## src/hw/ucd_cfg.svh

```systemverilog
`ifndef UCD_CFG_SVH
`define UCD_CFG_SVH
// Command groups by upper nibble
`define UCD_GRP_BUFWR 4'h0
`define UCD_GRP_BUFRD 4'h1
`define UCD_GRP_CFGWR 4'h2
`define UCD_GRP_CFGRD 4'h3
`define UCD_GRP_STALL 4'h4
`define UCD_GRP_STAT 4'h5
`define UCD_GRP_VALID 4'h6
`define UCD_GRP_CLEAR 4'h7
`define UCD_GRP_UNSTL 4'h8
`define UCD_GRP_ERR 4'ha
`define UCD_GRP_COPY 4'hd
// Illegal codes inside groups
`define UCD_ILL_BUFWR 8'h00
`define UCD_ILL_BUFRD 8'h11
`define UCD_ILL_VALID 8'h60
`define UCD_ILL_CLEAR 8'h71
// Single register codes
`define UCD_UNLOCK 8'hb0
`define UCD_SCR_WR 8'hb2
`define UCD_SCR_RD 8'hb3
`define UCD_FRAME_RD 8'hb4
`define UCD_ID_RD 8'hb5
`define UCD_ADDR_WR 8'hb6
`define UCD_ADDR_RD 8'hb7
`define UCD_MODE_WR 8'hb8
`define UCD_MODE_RD 8'hb9
`define UCD_HW_WR 8'hba
`define UCD_HW_RD 8'hbb
`define UCD_IRQ_RD 8'hc0
`define UCD_IRQEN_WR 8'hc2
`define UCD_IRQEN_RD 8'hc3
`define UCD_DMAC_WR 8'hf0
`define UCD_DMAC_RD 8'hf1
`define UCD_DMAN_WR 8'hf2
`define UCD_DMAN_RD 8'hf3
`define UCD_SETUP 8'hf4
`define UCD_RESET 8'hf6
// Field positions and reset values
`define UCD_CFG_EN_BIT 7
`define UCD_CFG_ISO_BIT 4
`define UCD_MODE_RST 8'h80
// Packet byte limits
`define UCD_ISO_MAX 11'h3ff
`define UCD_STD_MAX 11'h040
`endif

```

## src/hw/ucd_pkg.sv

```systemverilog
package ucd_pkg;
   // Data phase progress
   typedef enum logic [1:0] {UCD_IDLE = 2'b00, UCD_DATA = 2'b01, UCD_FULL = 2'b11} ucd_phase_e;
   // Decoded command kind
   typedef enum logic [3:0] {
      UCD_K_NONE, UCD_K_BUFWR, UCD_K_BUFRD, UCD_K_CFGWR, UCD_K_CFGRD, UCD_K_STALL,
      UCD_K_UNSTL, UCD_K_STAT, UCD_K_COPY, UCD_K_VALID, UCD_K_CLEAR, UCD_K_SETUP,
      UCD_K_ERR, UCD_K_REGWR, UCD_K_REGRD, UCD_K_RESET
   } ucd_kind_e;
   // One bus access from the processor side
   typedef struct packed {
      logic wr;
      logic rd;
      logic a0;
      logic [15:0] data;
   } ucd_acc_s;
   // State supplied by the endpoint engine
   typedef struct packed {
      logic [15:0][7:0] status;
      logic [15:0][7:0] fault;
      logic [15:0] frame;
      logic [31:0] cause;
   } ucd_dev_s;
   // Endpoint action pulses
   typedef struct packed {
      logic [15:0] stall;
      logic [15:0] unstall;
      logic [15:0] validate;
      logic [15:0] clear;
      logic [15:0] stat_clr;
      logic setup_ack;
   } ucd_act_s;
   // Complete decoder state
   typedef struct packed {
      ucd_phase_e phase;
      logic [7:0] cmd;
      logic [10:0] idx;
      logic [15:0][7:0] cfg;
      logic [7:0] addr;
      logic [7:0] mode;
      logic [15:0] hwcfg;
      logic [31:0] irqen;
      logic [15:0] dmacfg;
      logic [15:0] dmacnt;
      logic [15:0] scratch;
      logic unlocked;
      ucd_act_s act;
      logic [15:0] rdata;
      logic rvalid;
      logic buf_wr;
      logic buf_pop;
      logic [3:0] buf_ep;
      logic [15:0] buf_wdata;
   } ucd_state_s;
endpackage : ucd_pkg

```

## src/hw/ucd_decoder.sv

```systemverilog
`timescale 1ns/1ps
`default_nettype none
`include "ucd_cfg.svh"
module ucd_decoder #(
   parameter logic [15:0] PART_ID = 16'h5a5a // Arbitrary identity value
) (
   input wire logic clk_i,
   input wire logic nrst_i,
   input wire ucd_pkg::ucd_acc_s acc_i,
   input wire ucd_pkg::ucd_dev_s dev_i,
   input wire logic [15:0] buf_rdata_i,
   input wire logic usb_rst_i,
   input wire logic lock_i,
   output logic [15:0] rdata_o,
   output logic rvalid_o,
   output ucd_pkg::ucd_act_s act_o,
   output logic buf_wr_o,
   output logic buf_pop_o,
   output logic [3:0] buf_ep_o,
   output logic [15:0] buf_wdata_o,
   output logic [15:0][7:0] ep_cfg_o,
   output logic [7:0] bus_address_reg_o,
   output logic [7:0] operating_mode_reg_o,
   output logic [15:0] hardware_setup_reg_o,
   output logic [31:0] irq_mask_reg_o,
   output logic [15:0] transfer_engine_setup_reg_o,
   output logic [15:0] transfer_engine_count_reg_o
);
   import ucd_pkg::*;
   ucd_state_s s_r; // Registered state
   ucd_state_s s_nxt; // Next state
   ucd_kind_e kind_w; // Kind of incoming code
   ucd_kind_e cur_w; // Kind of held command
   logic [10:0] lim_w; // Word limit of held command
   logic [3:0] ep_w; // Endpoint of held command
   // Reset image of the whole state
   function automatic ucd_state_s rst_state();
      ucd_state_s r;
      r = '0;
      r.phase = UCD_IDLE;
      r.mode = `UCD_MODE_RST;
      r.unlocked = 1'b1;
      return r;
   endfunction : rst_state
   // Classify a command code
   function automatic ucd_kind_e kind_of(input logic [7:0] c);
      ucd_kind_e k;
      k = UCD_K_NONE;
      case (c[7:4])
         `UCD_GRP_BUFWR: k = (c == `UCD_ILL_BUFWR) ? UCD_K_NONE : UCD_K_BUFWR;
         `UCD_GRP_BUFRD: k = (c == `UCD_ILL_BUFRD) ? UCD_K_NONE : UCD_K_BUFRD;
         `UCD_GRP_CFGWR: k = UCD_K_CFGWR;
         `UCD_GRP_CFGRD: k = UCD_K_CFGRD;
         `UCD_GRP_STALL: k = UCD_K_STALL;
         `UCD_GRP_STAT: k = UCD_K_STAT;
         `UCD_GRP_VALID: k = (c == `UCD_ILL_VALID) ? UCD_K_NONE : UCD_K_VALID;
         `UCD_GRP_CLEAR: k = (c == `UCD_ILL_CLEAR) ? UCD_K_NONE : UCD_K_CLEAR;
         `UCD_GRP_UNSTL: k = UCD_K_UNSTL;
         `UCD_GRP_ERR: k = UCD_K_ERR;
         `UCD_GRP_COPY: k = UCD_K_COPY;
         default: begin
            case (c)
               `UCD_ADDR_WR, `UCD_MODE_WR, `UCD_HW_WR, `UCD_IRQEN_WR,
               `UCD_DMAC_WR, `UCD_DMAN_WR, `UCD_UNLOCK, `UCD_SCR_WR: k = UCD_K_REGWR;
               `UCD_ADDR_RD, `UCD_MODE_RD, `UCD_HW_RD, `UCD_IRQEN_RD, `UCD_DMAC_RD,
               `UCD_DMAN_RD, `UCD_SCR_RD, `UCD_FRAME_RD, `UCD_ID_RD, `UCD_IRQ_RD: k = UCD_K_REGRD;
               `UCD_SETUP: k = UCD_K_SETUP;
               `UCD_RESET: k = UCD_K_RESET;
               default: k = UCD_K_NONE;
            endcase
         end
      endcase
      return k;
   endfunction : kind_of
   // Words in a packet of at most n bytes plus its length word
   function automatic logic [10:0] pkt_words(input logic [10:0] n);
      return ((n + 11'h001) >> 1) + 11'h001;
   endfunction : pkt_words
   // Word limit for the held command
   always_comb begin
      kind_w = kind_of(acc_i.data[7:0]);
      cur_w = kind_of(s_r.cmd);
      ep_w = s_r.cmd[3:0];
      case (cur_w)
         UCD_K_BUFWR, UCD_K_BUFRD: begin
            lim_w = s_r.cfg[ep_w][`UCD_CFG_ISO_BIT] ? pkt_words(`UCD_ISO_MAX)
                                                    : pkt_words(`UCD_STD_MAX);
         end
         UCD_K_REGWR, UCD_K_REGRD: begin
            // Four-byte registers take two words
            lim_w = (s_r.cmd == `UCD_IRQEN_WR || s_r.cmd == `UCD_IRQEN_RD ||
                     s_r.cmd == `UCD_IRQ_RD) ? 11'h002 : 11'h001;
         end
         default: lim_w = 11'h001;
      endcase
   end
   // Command and data phase sequencing
   always_comb begin
      s_nxt = s_r;
      s_nxt.act = '0;
      s_nxt.rvalid = 1'b0;
      s_nxt.buf_wr = 1'b0;
      s_nxt.buf_pop = 1'b0;
      if (lock_i) begin
         s_nxt.unlocked = 1'b0;
      end
      if (acc_i.wr && acc_i.a0) begin
         // Command phase, upper byte ignored
         s_nxt.cmd = acc_i.data[7:0];
         s_nxt.idx = '0;
         s_nxt.phase = UCD_DATA;
         case (kind_w)
            UCD_K_STALL: begin
               s_nxt.act.stall[acc_i.data[3:0]] = 1'b1;
               s_nxt.phase = UCD_IDLE;
            end
            UCD_K_UNSTL: begin
               s_nxt.act.unstall[acc_i.data[3:0]] = 1'b1;
               s_nxt.phase = UCD_IDLE;
            end
            UCD_K_VALID: begin
               s_nxt.act.validate[acc_i.data[3:0]] = 1'b1;
               s_nxt.phase = UCD_IDLE;
            end
            UCD_K_CLEAR: begin
               s_nxt.act.clear[acc_i.data[3:0]] = 1'b1;
               s_nxt.phase = UCD_IDLE;
            end
            UCD_K_SETUP: begin
               s_nxt.act.setup_ack = 1'b1;
               s_nxt.phase = UCD_IDLE;
            end
            UCD_K_RESET: begin
               s_nxt = rst_state();
            end
            UCD_K_NONE: begin
               s_nxt.phase = UCD_IDLE;
            end
            default: begin
               s_nxt.phase = UCD_DATA;
            end
         endcase
      end else if (acc_i.wr && !acc_i.a0 && s_r.phase == UCD_DATA) begin
         // Data phase write, one word per access
         s_nxt.idx = s_r.idx + 11'h001;
         if (s_r.idx + 11'h001 == lim_w) begin
            s_nxt.phase = UCD_FULL;
         end
         case (cur_w)
            UCD_K_CFGWR: begin
               if (s_r.unlocked) begin
                  s_nxt.cfg[ep_w] = acc_i.data[7:0];
               end
            end
            UCD_K_BUFWR: begin
               s_nxt.buf_wr = 1'b1;
               s_nxt.buf_ep = ep_w;
               s_nxt.buf_wdata = acc_i.data;
            end
            UCD_K_REGWR: begin
               if (s_r.cmd == `UCD_UNLOCK) begin
                  s_nxt.unlocked = 1'b1;
               end else if (s_r.unlocked) begin
                  case (s_r.cmd)
                     `UCD_ADDR_WR: s_nxt.addr = acc_i.data[7:0];
                     `UCD_MODE_WR: s_nxt.mode = acc_i.data[7:0];
                     `UCD_HW_WR: s_nxt.hwcfg = acc_i.data;
                     `UCD_IRQEN_WR: begin
                        if (s_r.idx == 11'h000) begin
                           s_nxt.irqen[15:0] = acc_i.data;
                        end else begin
                           s_nxt.irqen[31:16] = acc_i.data;
                        end
                     end
                     `UCD_DMAC_WR: s_nxt.dmacfg = acc_i.data;
                     `UCD_DMAN_WR: s_nxt.dmacnt = acc_i.data;
                     `UCD_SCR_WR: s_nxt.scratch = acc_i.data;
                     default: s_nxt.scratch = s_r.scratch;
                  endcase
               end
            end
            default: begin
               // Write to a read command is dropped
               s_nxt.phase = s_r.phase;
               s_nxt.idx = s_r.idx;
            end
         endcase
      end else if (acc_i.rd && !acc_i.a0) begin
         // Data phase read; answer one cycle later
         s_nxt.rvalid = 1'b1;
         s_nxt.rdata = '0;
         if (s_r.phase == UCD_DATA) begin
            s_nxt.idx = s_r.idx + 11'h001;
            if (s_r.idx + 11'h001 == lim_w) begin
               s_nxt.phase = UCD_FULL;
            end
            case (cur_w)
               UCD_K_CFGRD: s_nxt.rdata = {8'h00, s_r.cfg[ep_w]};
               UCD_K_STAT: begin
                  s_nxt.rdata = {8'h00, dev_i.status[ep_w]};
                  s_nxt.act.stat_clr[ep_w] = 1'b1;
               end
               UCD_K_COPY: s_nxt.rdata = {8'h00, dev_i.status[ep_w]};
               UCD_K_ERR: s_nxt.rdata = {8'h00, dev_i.fault[ep_w]};
               UCD_K_BUFRD: begin
                  s_nxt.rdata = buf_rdata_i;
                  s_nxt.buf_pop = 1'b1;
                  s_nxt.buf_ep = ep_w;
               end
               UCD_K_REGRD: begin
                  case (s_r.cmd)
                     `UCD_ADDR_RD: s_nxt.rdata = {8'h00, s_r.addr};
                     `UCD_MODE_RD: s_nxt.rdata = {8'h00, s_r.mode};
                     `UCD_HW_RD: s_nxt.rdata = s_r.hwcfg;
                     `UCD_IRQEN_RD: begin
                        s_nxt.rdata = (s_r.idx == 11'h000) ? s_r.irqen[15:0]
                                                           : s_r.irqen[31:16];
                     end
                     `UCD_DMAC_RD: s_nxt.rdata = s_r.dmacfg;
                     `UCD_DMAN_RD: s_nxt.rdata = s_r.dmacnt;
                     `UCD_SCR_RD: s_nxt.rdata = s_r.scratch;
                     `UCD_FRAME_RD: s_nxt.rdata = dev_i.frame;
                     `UCD_ID_RD: s_nxt.rdata = PART_ID;
                     `UCD_IRQ_RD: begin
                        s_nxt.rdata = (s_r.idx == 11'h000) ? dev_i.cause[15:0]
                                                           : dev_i.cause[31:16];
                     end
                     default: s_nxt.rdata = '0;
                  endcase
               end
               default: begin
                  // Read on a write command returns zero, no progress
                  s_nxt.phase = s_r.phase;
                  s_nxt.idx = s_r.idx;
               end
            endcase
         end
      end
      // Bus reset wins over a setup write in the same cycle
      if (usb_rst_i) begin
         for (int i = 0; i < 16; i++) begin
            s_nxt.cfg[i][`UCD_CFG_EN_BIT] = 1'b0;
         end
      end
   end
   // State register
   always_ff @(posedge clk_i or negedge nrst_i) begin
      if (!nrst_i) begin
         s_r <= rst_state();
      end else begin
         s_r <= s_nxt;
      end
   end
   // Outputs straight from the state register
   assign rdata_o = s_r.rdata;
   assign rvalid_o = s_r.rvalid;
   assign act_o = s_r.act;
   assign buf_wr_o = s_r.buf_wr;
   assign buf_pop_o = s_r.buf_pop;
   assign buf_ep_o = s_r.buf_ep;
   assign buf_wdata_o = s_r.buf_wdata;
   assign ep_cfg_o = s_r.cfg;
   assign bus_address_reg_o = s_r.addr;
   assign operating_mode_reg_o = s_r.mode;
   assign hardware_setup_reg_o = s_r.hwcfg;
   assign irq_mask_reg_o = s_r.irqen;
   assign transfer_engine_setup_reg_o = s_r.dmacfg;
   assign transfer_engine_count_reg_o = s_r.dmacnt;
endmodule : ucd_decoder
`default_nettype wire

```

## config.mk

```make
export PLATFORM = sky130hd
export DESIGN_NAME = ucd_decoder
export DESIGN_NICKNAME = d
export VERILOG_FILES = /design/src/hw/ucd_pkg.sv /design/src/hw/ucd_decoder.sv
export VERILOG_INCLUDE_DIRS = /design/src /design/src/hw
export SDC_FILE = /design/constraint.sdc
export NUM_CORES = 1
export LEC_CHECK = 0
export BUFFER_PORTS_ARGS = -buffer_cell sky130_fd_sc_hd__buf_2
export CAP_MARGIN = 20
export CORE_AREA = 2 2 271 273
export CTS_CLUSTER_SIZE = 24
export DETAILED_ROUTE_END_ITERATION = 10
export DIE_AREA = 0 0 273 275
export PLACE_DENSITY = 0.6
export REMOVE_ABC_BUFFERS = 1
export SLEW_MARGIN = 20
export SYNTH_ARGS = -nofsm -noshare
export SYNTH_HDL_FRONTEND = slang
export SYNTH_SLANG_ARGS = --single-unit
```

## constraint.sdc

```tcl
create_clock -name clk_i -period 2.85 [get_ports clk_i]
set_input_delay 0.1425 -clock clk_i [delete_from_list [all_inputs] [get_ports clk_i]]
set_output_delay 0.1425 -clock clk_i [all_outputs]
set_load 0.01 [all_outputs]
```

==> flow_summary.yaml, run 1 <==
synth:
  syn_inst: 2155
  syn_avg_cell_area_um2: 10.1
  yosysTopAreaCellShare_pct: 43.6
  synth_common_cells: "dfrtp_1 (380), nand2_1 (365), buf_4 (351), o21ai_0 (222), nor2_1 (131)"
  ys_ff_latch: 382
  syn_area_um2: 21800
  synth_edf_count: 0
  async_flop_share_pct: 100
  yosys_warnings: 0
  synth.distinct_cells: 78
  synth_ff_type: "dfrtp_1"
  synth_area_leaders: "dfrtp_1 (44%), mux4_2 (12%), buf_4 (12%)"
  yosysSeqAreaShare_pct: 43.8
  yosys.area.top_type: "dfrtp_1"
  synth.most_common_cell: "dfrtp_1"
sta:
  fin_crit_ns: 2.81
  tns_ns: 0
  rsz0062_at_grt: "yes"
  slew_violations: 0
  fmax_ghz: 0.356
  hold_viol_final: 0
  fin_skew_ns: 0.0651
  worst_pin_slew_ns: 1.01
  timing.final.ws_setup_ns: 0.0399
  hold_slack_ns: 0.0227
  min_period_over_period_pct: 98.6
  setup_viol: 0
  slew-limit-headroom_pct: 32.8
flow_run:
  drv_cap: 0
clock_tree:
  path_clk_slew_ns: 0.06
  clk_latency_ns: 0.64
  htree_levels: 2
  root_buffer: "clkbuf_16"
  numClockSinks: 382
  cts_buffers: 46
  max-clock-path-buffers: 3
  tritoncts: "built"
global_route:
  antenna_found_initial: 20
  grt_max_degree: 67
  grt_first_pass_wirelength_um: 133000
  grt_pass1_vias: 18164
  overflow: 0
  track_usage_pct: 24.4
setup_path:
  crit_path_frequent_cell: "mux4_2"
  rr_endpoint: "rdata_o[5]"
  r2r_start: "ep_w[0]"
  reg2reg_depth: 7
  arrival_ns: 3.34
  worst-path-max-fanout: 42
  crit_required_ns: 3.38
  ff2ff_setup_slack_ns: 0.04
  slowest_stage: "mux4_2"
  crit_chain: "buf_12, mux4_2, mux4_2, a22oi_1, buf_4, a31oi_1, a21o_1"
  cp-end-kind: "flop"
  cp-start-kind: "flop"
  cpPeakStageDelay_ns: 0.61
  worstSetupPathType: "flop to flop"
die:
  die_h_um: 275
  row_count: 99
  die-area_um2: 75100
  core_area_um2: 72300
  die_w_um: 273
  start_util_pct: 30.2
  pin_count: 687
drt:
  wirelength_um: 95600
  drtAntennaViolNets: 0
  vias_per_cell: 5.27
  drc_errors: 0
  wl_per_cell_um: 26.6
  vias: 18936
  drt_first_pass_iters: 5
  drtIter0Drc: 1890
run_status:
  outcome: "completed"
placement:
  port_buffers: 686
  post-place-ws_ns: -0.294
  dpl.cell_count: 3448
  placed_cell_area_um2: 24400
  gp_congestion: 0.948
  hpwl_um: 71400
layout:
  finalNonFillerCells: 3593
  nNetsFinal: 2930
  area_growth_pct: 21.9
  final_layout_size_suffix_gt1_share_pct: 42.1
  fin_area_um2: 26600
  utilization_pct: 36.8
min_path:
  holdPathStages: 5
  hold_path_class: "primary input to flop"
  min_to: "rdata_o[14]"
  hp-start: "dev_i[14]"
pwr:
  power_density_nw_per_um2: 554
  static-leakage-power_nw: 12.7
  vdd_drop_max_mv: 0.403
  finalPower_mw: 14.7
## cells by family (layout without fill, tap and decap cells)
family,Yosys count,after routing,share of synthesized area [%]
other,1,15,0.0172
and+or+nand+nor,663,663,13.4
buffers and inverters,476,939,14.7
muxes,176,176,15.2
AOI/OAI and AO/OA,448,450,12.5
DFF,382,382,43.8
adders and majority gates,3,3,0.160
xor gates and xnor gates,6,6,0.241
## sequential cells by signal (all words and copies together), names as in the netlist
register and cells:
ep_cfg_o 128, act_o 81, s_r 34, irq_mask_reg_o 32, buf_wdata_o 16, hardware_setup_reg_o 16
rdata_o 16, transfer_engine_count_reg_o 16, transfer_engine_setup_reg_o 16, bus_address_reg_o 8, operating_mode_reg_o 8, buf_ep_o 4
ep_w 4, buf_pop_o 1, buf_wr_o 1, rvalid_o 1
## per-layer routing
metal / vias to the layer above / share of wire, % / global-route usage [%]
met1: 9551 / 41 / 32.9
met2: 1008 / 46 / 37.8
met4: 8 / 3.7 / 9.29
met5: - / 0.051 / 0
li1: 8190 / - / -
met3: 179 / 9.3 / 5.89
## worst max path at each step
stage | cells past startpoint | start | endpoint | slack, ns
floorplan | 7 | ep_w[0] | s_r[369] | -4.06
global placement | 10 | s_r[362] | rdata_o[4] | -0.27
detailed placement | 10 | s_r[362] | rdata_o[4] | -0.29
CTS | 7 | ep_w[0] | rdata_o[4] | -0.02
global route | 9 | ep_w[0] | irq_mask_reg_o[21] | -0.1
finish | 7 | ep_w[0] | rdata_o[5] | 0.04
## cells in the final DEF (no fill, tap or decap), drive strengths merged, types with 6 or more instances in the layout
cell type / n
mux2i: 10
nand2b: 14
buf: 819
mux4: 119
and2: 22
dfrtp: 380
inv: 11
nor2b: 17
a22oi: 45
o22ai: 9
nor4: 10
nand3: 34
o21ai: 246
nor2: 138
nand2: 366
a2111oi: 6
a22o: 17
a211oi: 10
mux2: 47
a21oi: 42
a21o: 9
clkbuf: 60
a222oi: 13
nor3: 27
clkinv: 17
a31oi: 25
and3: 9
dlygate4sd3: 28
diode: 13
## power breakdown
part,switching (mW),leakage [nW],internal (mW)
Clock,2.59,0.761,3.41
Sequential,0.200,5.27,5.63
Combinational,1.62,6.66,1.27
## what timing repair did
action / 4_1_cts / 5_1_grt
hold endpoints to repair: 154 / 0
gates cloned: 1 / 2
resized for setup: 11 / 18
setup buffers: 2 / 16
hold buffers: 28 / 0
pin swaps: 2 / 4
setup endpoints to repair: 5 / 54
## critical path, delay by kind of cell, from the launching register on
family / cells / cell delay, ns
AO/OA/AOI/OAI: 3 / 0.52
buffers and inverters: 2 / 0.53
flip-flops: 1 / 0.55
multiplexers: 2 / 1.08
## final cells by class
class / instances / area (um^2)
fillers: 7264 / 45700
flip-flops and latches: 382 / 9570
multi-input cells: 1300 / 9270
repair buffers: 847 / 4950
clock buffers: 60 / 1280
well taps: 959 / 1200
clock inverters: 24 / 265
diodes: 13 / 32.5
inverters: 8 / 30.0
Power figures use the tool's default switching activity.
==> run 2: changes to the inputs <==
--- a/config.mk
+++ b/config.mk
@@ -9,9 +9,10 @@
 export BUFFER_PORTS_ARGS = -buffer_cell sky130_fd_sc_hd__buf_2
 export CAP_MARGIN = 20
-export CORE_AREA = 2 2 271 273
+export CORE_AREA = 4 4 265 267
 export CTS_CLUSTER_SIZE = 24
 export DETAILED_ROUTE_END_ITERATION = 10
-export DIE_AREA = 0 0 273 275
-export PLACE_DENSITY = 0.6
+export DIE_AREA = 0 0 269 271
+export GPL_ROUTABILITY_DRIVEN = 0
+export PLACE_DENSITY = 0.63
 export REMOVE_ABC_BUFFERS = 1
 export SLEW_MARGIN = 20
==> constraint.sdc (replaced) <==
create_clock -name clk_i -period 2.85 [get_ports clk_i]
set_input_delay 0.1425 -clock clk_i [delete_from_list [all_inputs] [get_ports clk_i]]
set_output_delay 0.1425 -clock clk_i [all_outputs]
set_load 0.005 [all_outputs]
==> run 2 against run 1 <==
Clock power down 1%. Worst setup slack better by 0.073 ns. Fmax grew 2.7%. Worst hold slack better by 0.013 ns. Flip-flop and latch count is the same. Highest routed layer unchanged. Combinational power is 6% lower. Wire length decreased by 7.3%.
==> flow_summary.yaml, run 2 (same netlist as run 1, synthesis figures left out) <==
die:
  start_util_pct: 32.0
  core_area_um2: 68100
  row_count: 96
  pin_count: 687
  die_w_um: 269
  die-area_um2: 72900
  die_h_um: 271
drt:
  drt_first_pass_iters: 6
  wl_per_cell_um: 25.3
  wirelength_um: 88600
  drc_errors: 0
  drtIter0Drc: 1722
  vias: 18568
  vias_per_cell: 5.30
  drtAntennaViolNets: 0
sta:
  hold_slack_ns: 0.0353
  hold_viol_final: 0
  slew_violations: 0
  fmax_ghz: 0.365
  setup_viol: 0
  rsz0062_at_grt: "no"
  slew-limit-headroom_pct: 30.5
  worst_pin_slew_ns: 1.04
  fin_crit_ns: 2.74
  min_period_over_period_pct: 96.0
  tns_ns: 0
  fin_skew_ns: 0.0570
global_route:
  grt_max_degree: 93
  antenna_found_initial: 12
  track_usage_pct: 23.5
  grt_first_pass_wirelength_um: 127000
  overflow: 0
  grt_pass1_vias: 18414
layout:
  final_cell_mix: "buf_2 (685), dfrtp_1 (376), nand2_1 (365), o21ai_0 (220), nor2_1 (126)"
  multiInputGateArea_um2: 9140
  nNetsFinal: 2923
  final_layout_size_suffix_gt1_share_pct: 41.6
  regArea_um2: 9570
  fillers: 6706
  largest_reg_flops: 128
  utilization_pct: 38.6
  area_growth_pct: 20.4
  finalNonFillerCells: 3502
  final_common_cell: "buf_2"
setup_path:
  cpPeakStageDelay_ns: 0.59
  cp-end-kind: "flop"
  worstSetupPathType: "flop to flop"
  arrival_ns: 3.19
  reg2reg_depth: 8
  crit_chain: "nand2b_1, or3_4, and3_1, nand2_1, nand2_1, nor4_1, a31oi_1, a21o_1"
  worst-path-max-fanout: 10
  cp-start-kind: "flop"
  crit_required_ns: 3.31
  slowest_stage: "nor4_1"
  crit_path_frequent_cell: "nand2_1"
clock_tree:
  tritoncts: "built"
  cts_buffers: 44
  path_clk_slew_ns: 0.06
  htree_levels: 2
  numClockSinks: 382
  max-clock-path-buffers: 3
  clk_latency_ns: 0.61
  root_buffer: "clkbuf_16"
pwr:
  static-leakage-power_nw: 12.6
  vdd_drop_max_mv: 0.429
  power_density_nw_per_um2: 549
  finalPower_mw: 14.4
run_status:
  outcome: "completed"
min_path:
  holdPathStages: 5
  hold_path_class: "primary input to flop"
flow_run:
  drv_cap: 0
placement:
  port_buffers: 686
  hpwl_um: 69000
  dpl.cell_count: 3388
[run 2: cell count changes in the layout (fill, tap and decap cells not counted), moves of 3 or more]
cell	previous run	this run
o21ai_4	6	0
buf_4	115	118
o21ai_0	217	220
dlygate4sd3_1	28	24
a2111oi_0	1	4
mux2i_1	7	10
clkinv_2	10	4
diode_2	13	9
[run 2: final cells by class]
cell class	count	area share (%)
sequential	382	36.4
tap	882	4.20
clock inverter	21	1.03
inverter	8	0.114
timing repair buffer	844	18.6
clock buffer	58	4.77
multi-input combinational	1298	34.8
antenna	9	0.0857
[run 2: worst max-delay path, delay by kind of cell, from the launching register on]
kind | cells | cell delay, ns
simple gates | 6 | 1.73
flops | 1 | 0.51
compound gates | 2 | 0.33
[run 2: routing by layer]
layer	track usage, %	part of all wire (%)	wire, um	up-vias
met5	0	0.090	80	-
met4	11.2	5.8	5100	10
met3	5.49	8.7	7680	205
met2	39.8	49	43300	1067
met1	28.0	37	32500	9121
li1	-	-	-	8165
[run 2: through the flow]
stage               setup slack [ns]  area [um^2]
finish                         0.113        26300
global route                 0.00617        26300
CTS                           0.0393        26200
detailed placement           -0.0356        24400
global placement             -0.0221        24400
floorplan                      -4.06        18700
[run 2: path summary, 6_finish.rpt]
check,startpoint,to,slack (ns)
setup reg to reg,ep_w[1],rdata_o[6],0.11
setup / recovery,ep_w[1],rdata_o[6],0.11
max in group asynchronous,nrst_i,rdata_o[4],1.87
hold / removal,buf_rdata_i[13],rdata_o[13],0.04
hold reg to reg,rdata_o[7],rdata_o[7],0.47
min in group asynchronous,nrst_i,act_o[72],0.07
[run 2: what timing repair did]
item / 4_1_cts / 5_1_grt
endpoints found under the setup margin: 2 / 14
hold buffers: 24 / 0
endpoints found under the hold margin: 384 / 0
gates resized for setup: 1 / 5
setup buffers: 2 / 0
[run 2: report_power, final]
| part | switching [mW] | internal [mW] | total, mW |
|---|---|---|---|
| logic | 1.47 | 1.26 | 2.73 |
| clock network | 2.50 | 3.43 | 5.93 |
| registers | 0.150 | 5.63 | 5.78 |
| total | 4.12 | 10.3 | 14.4 |
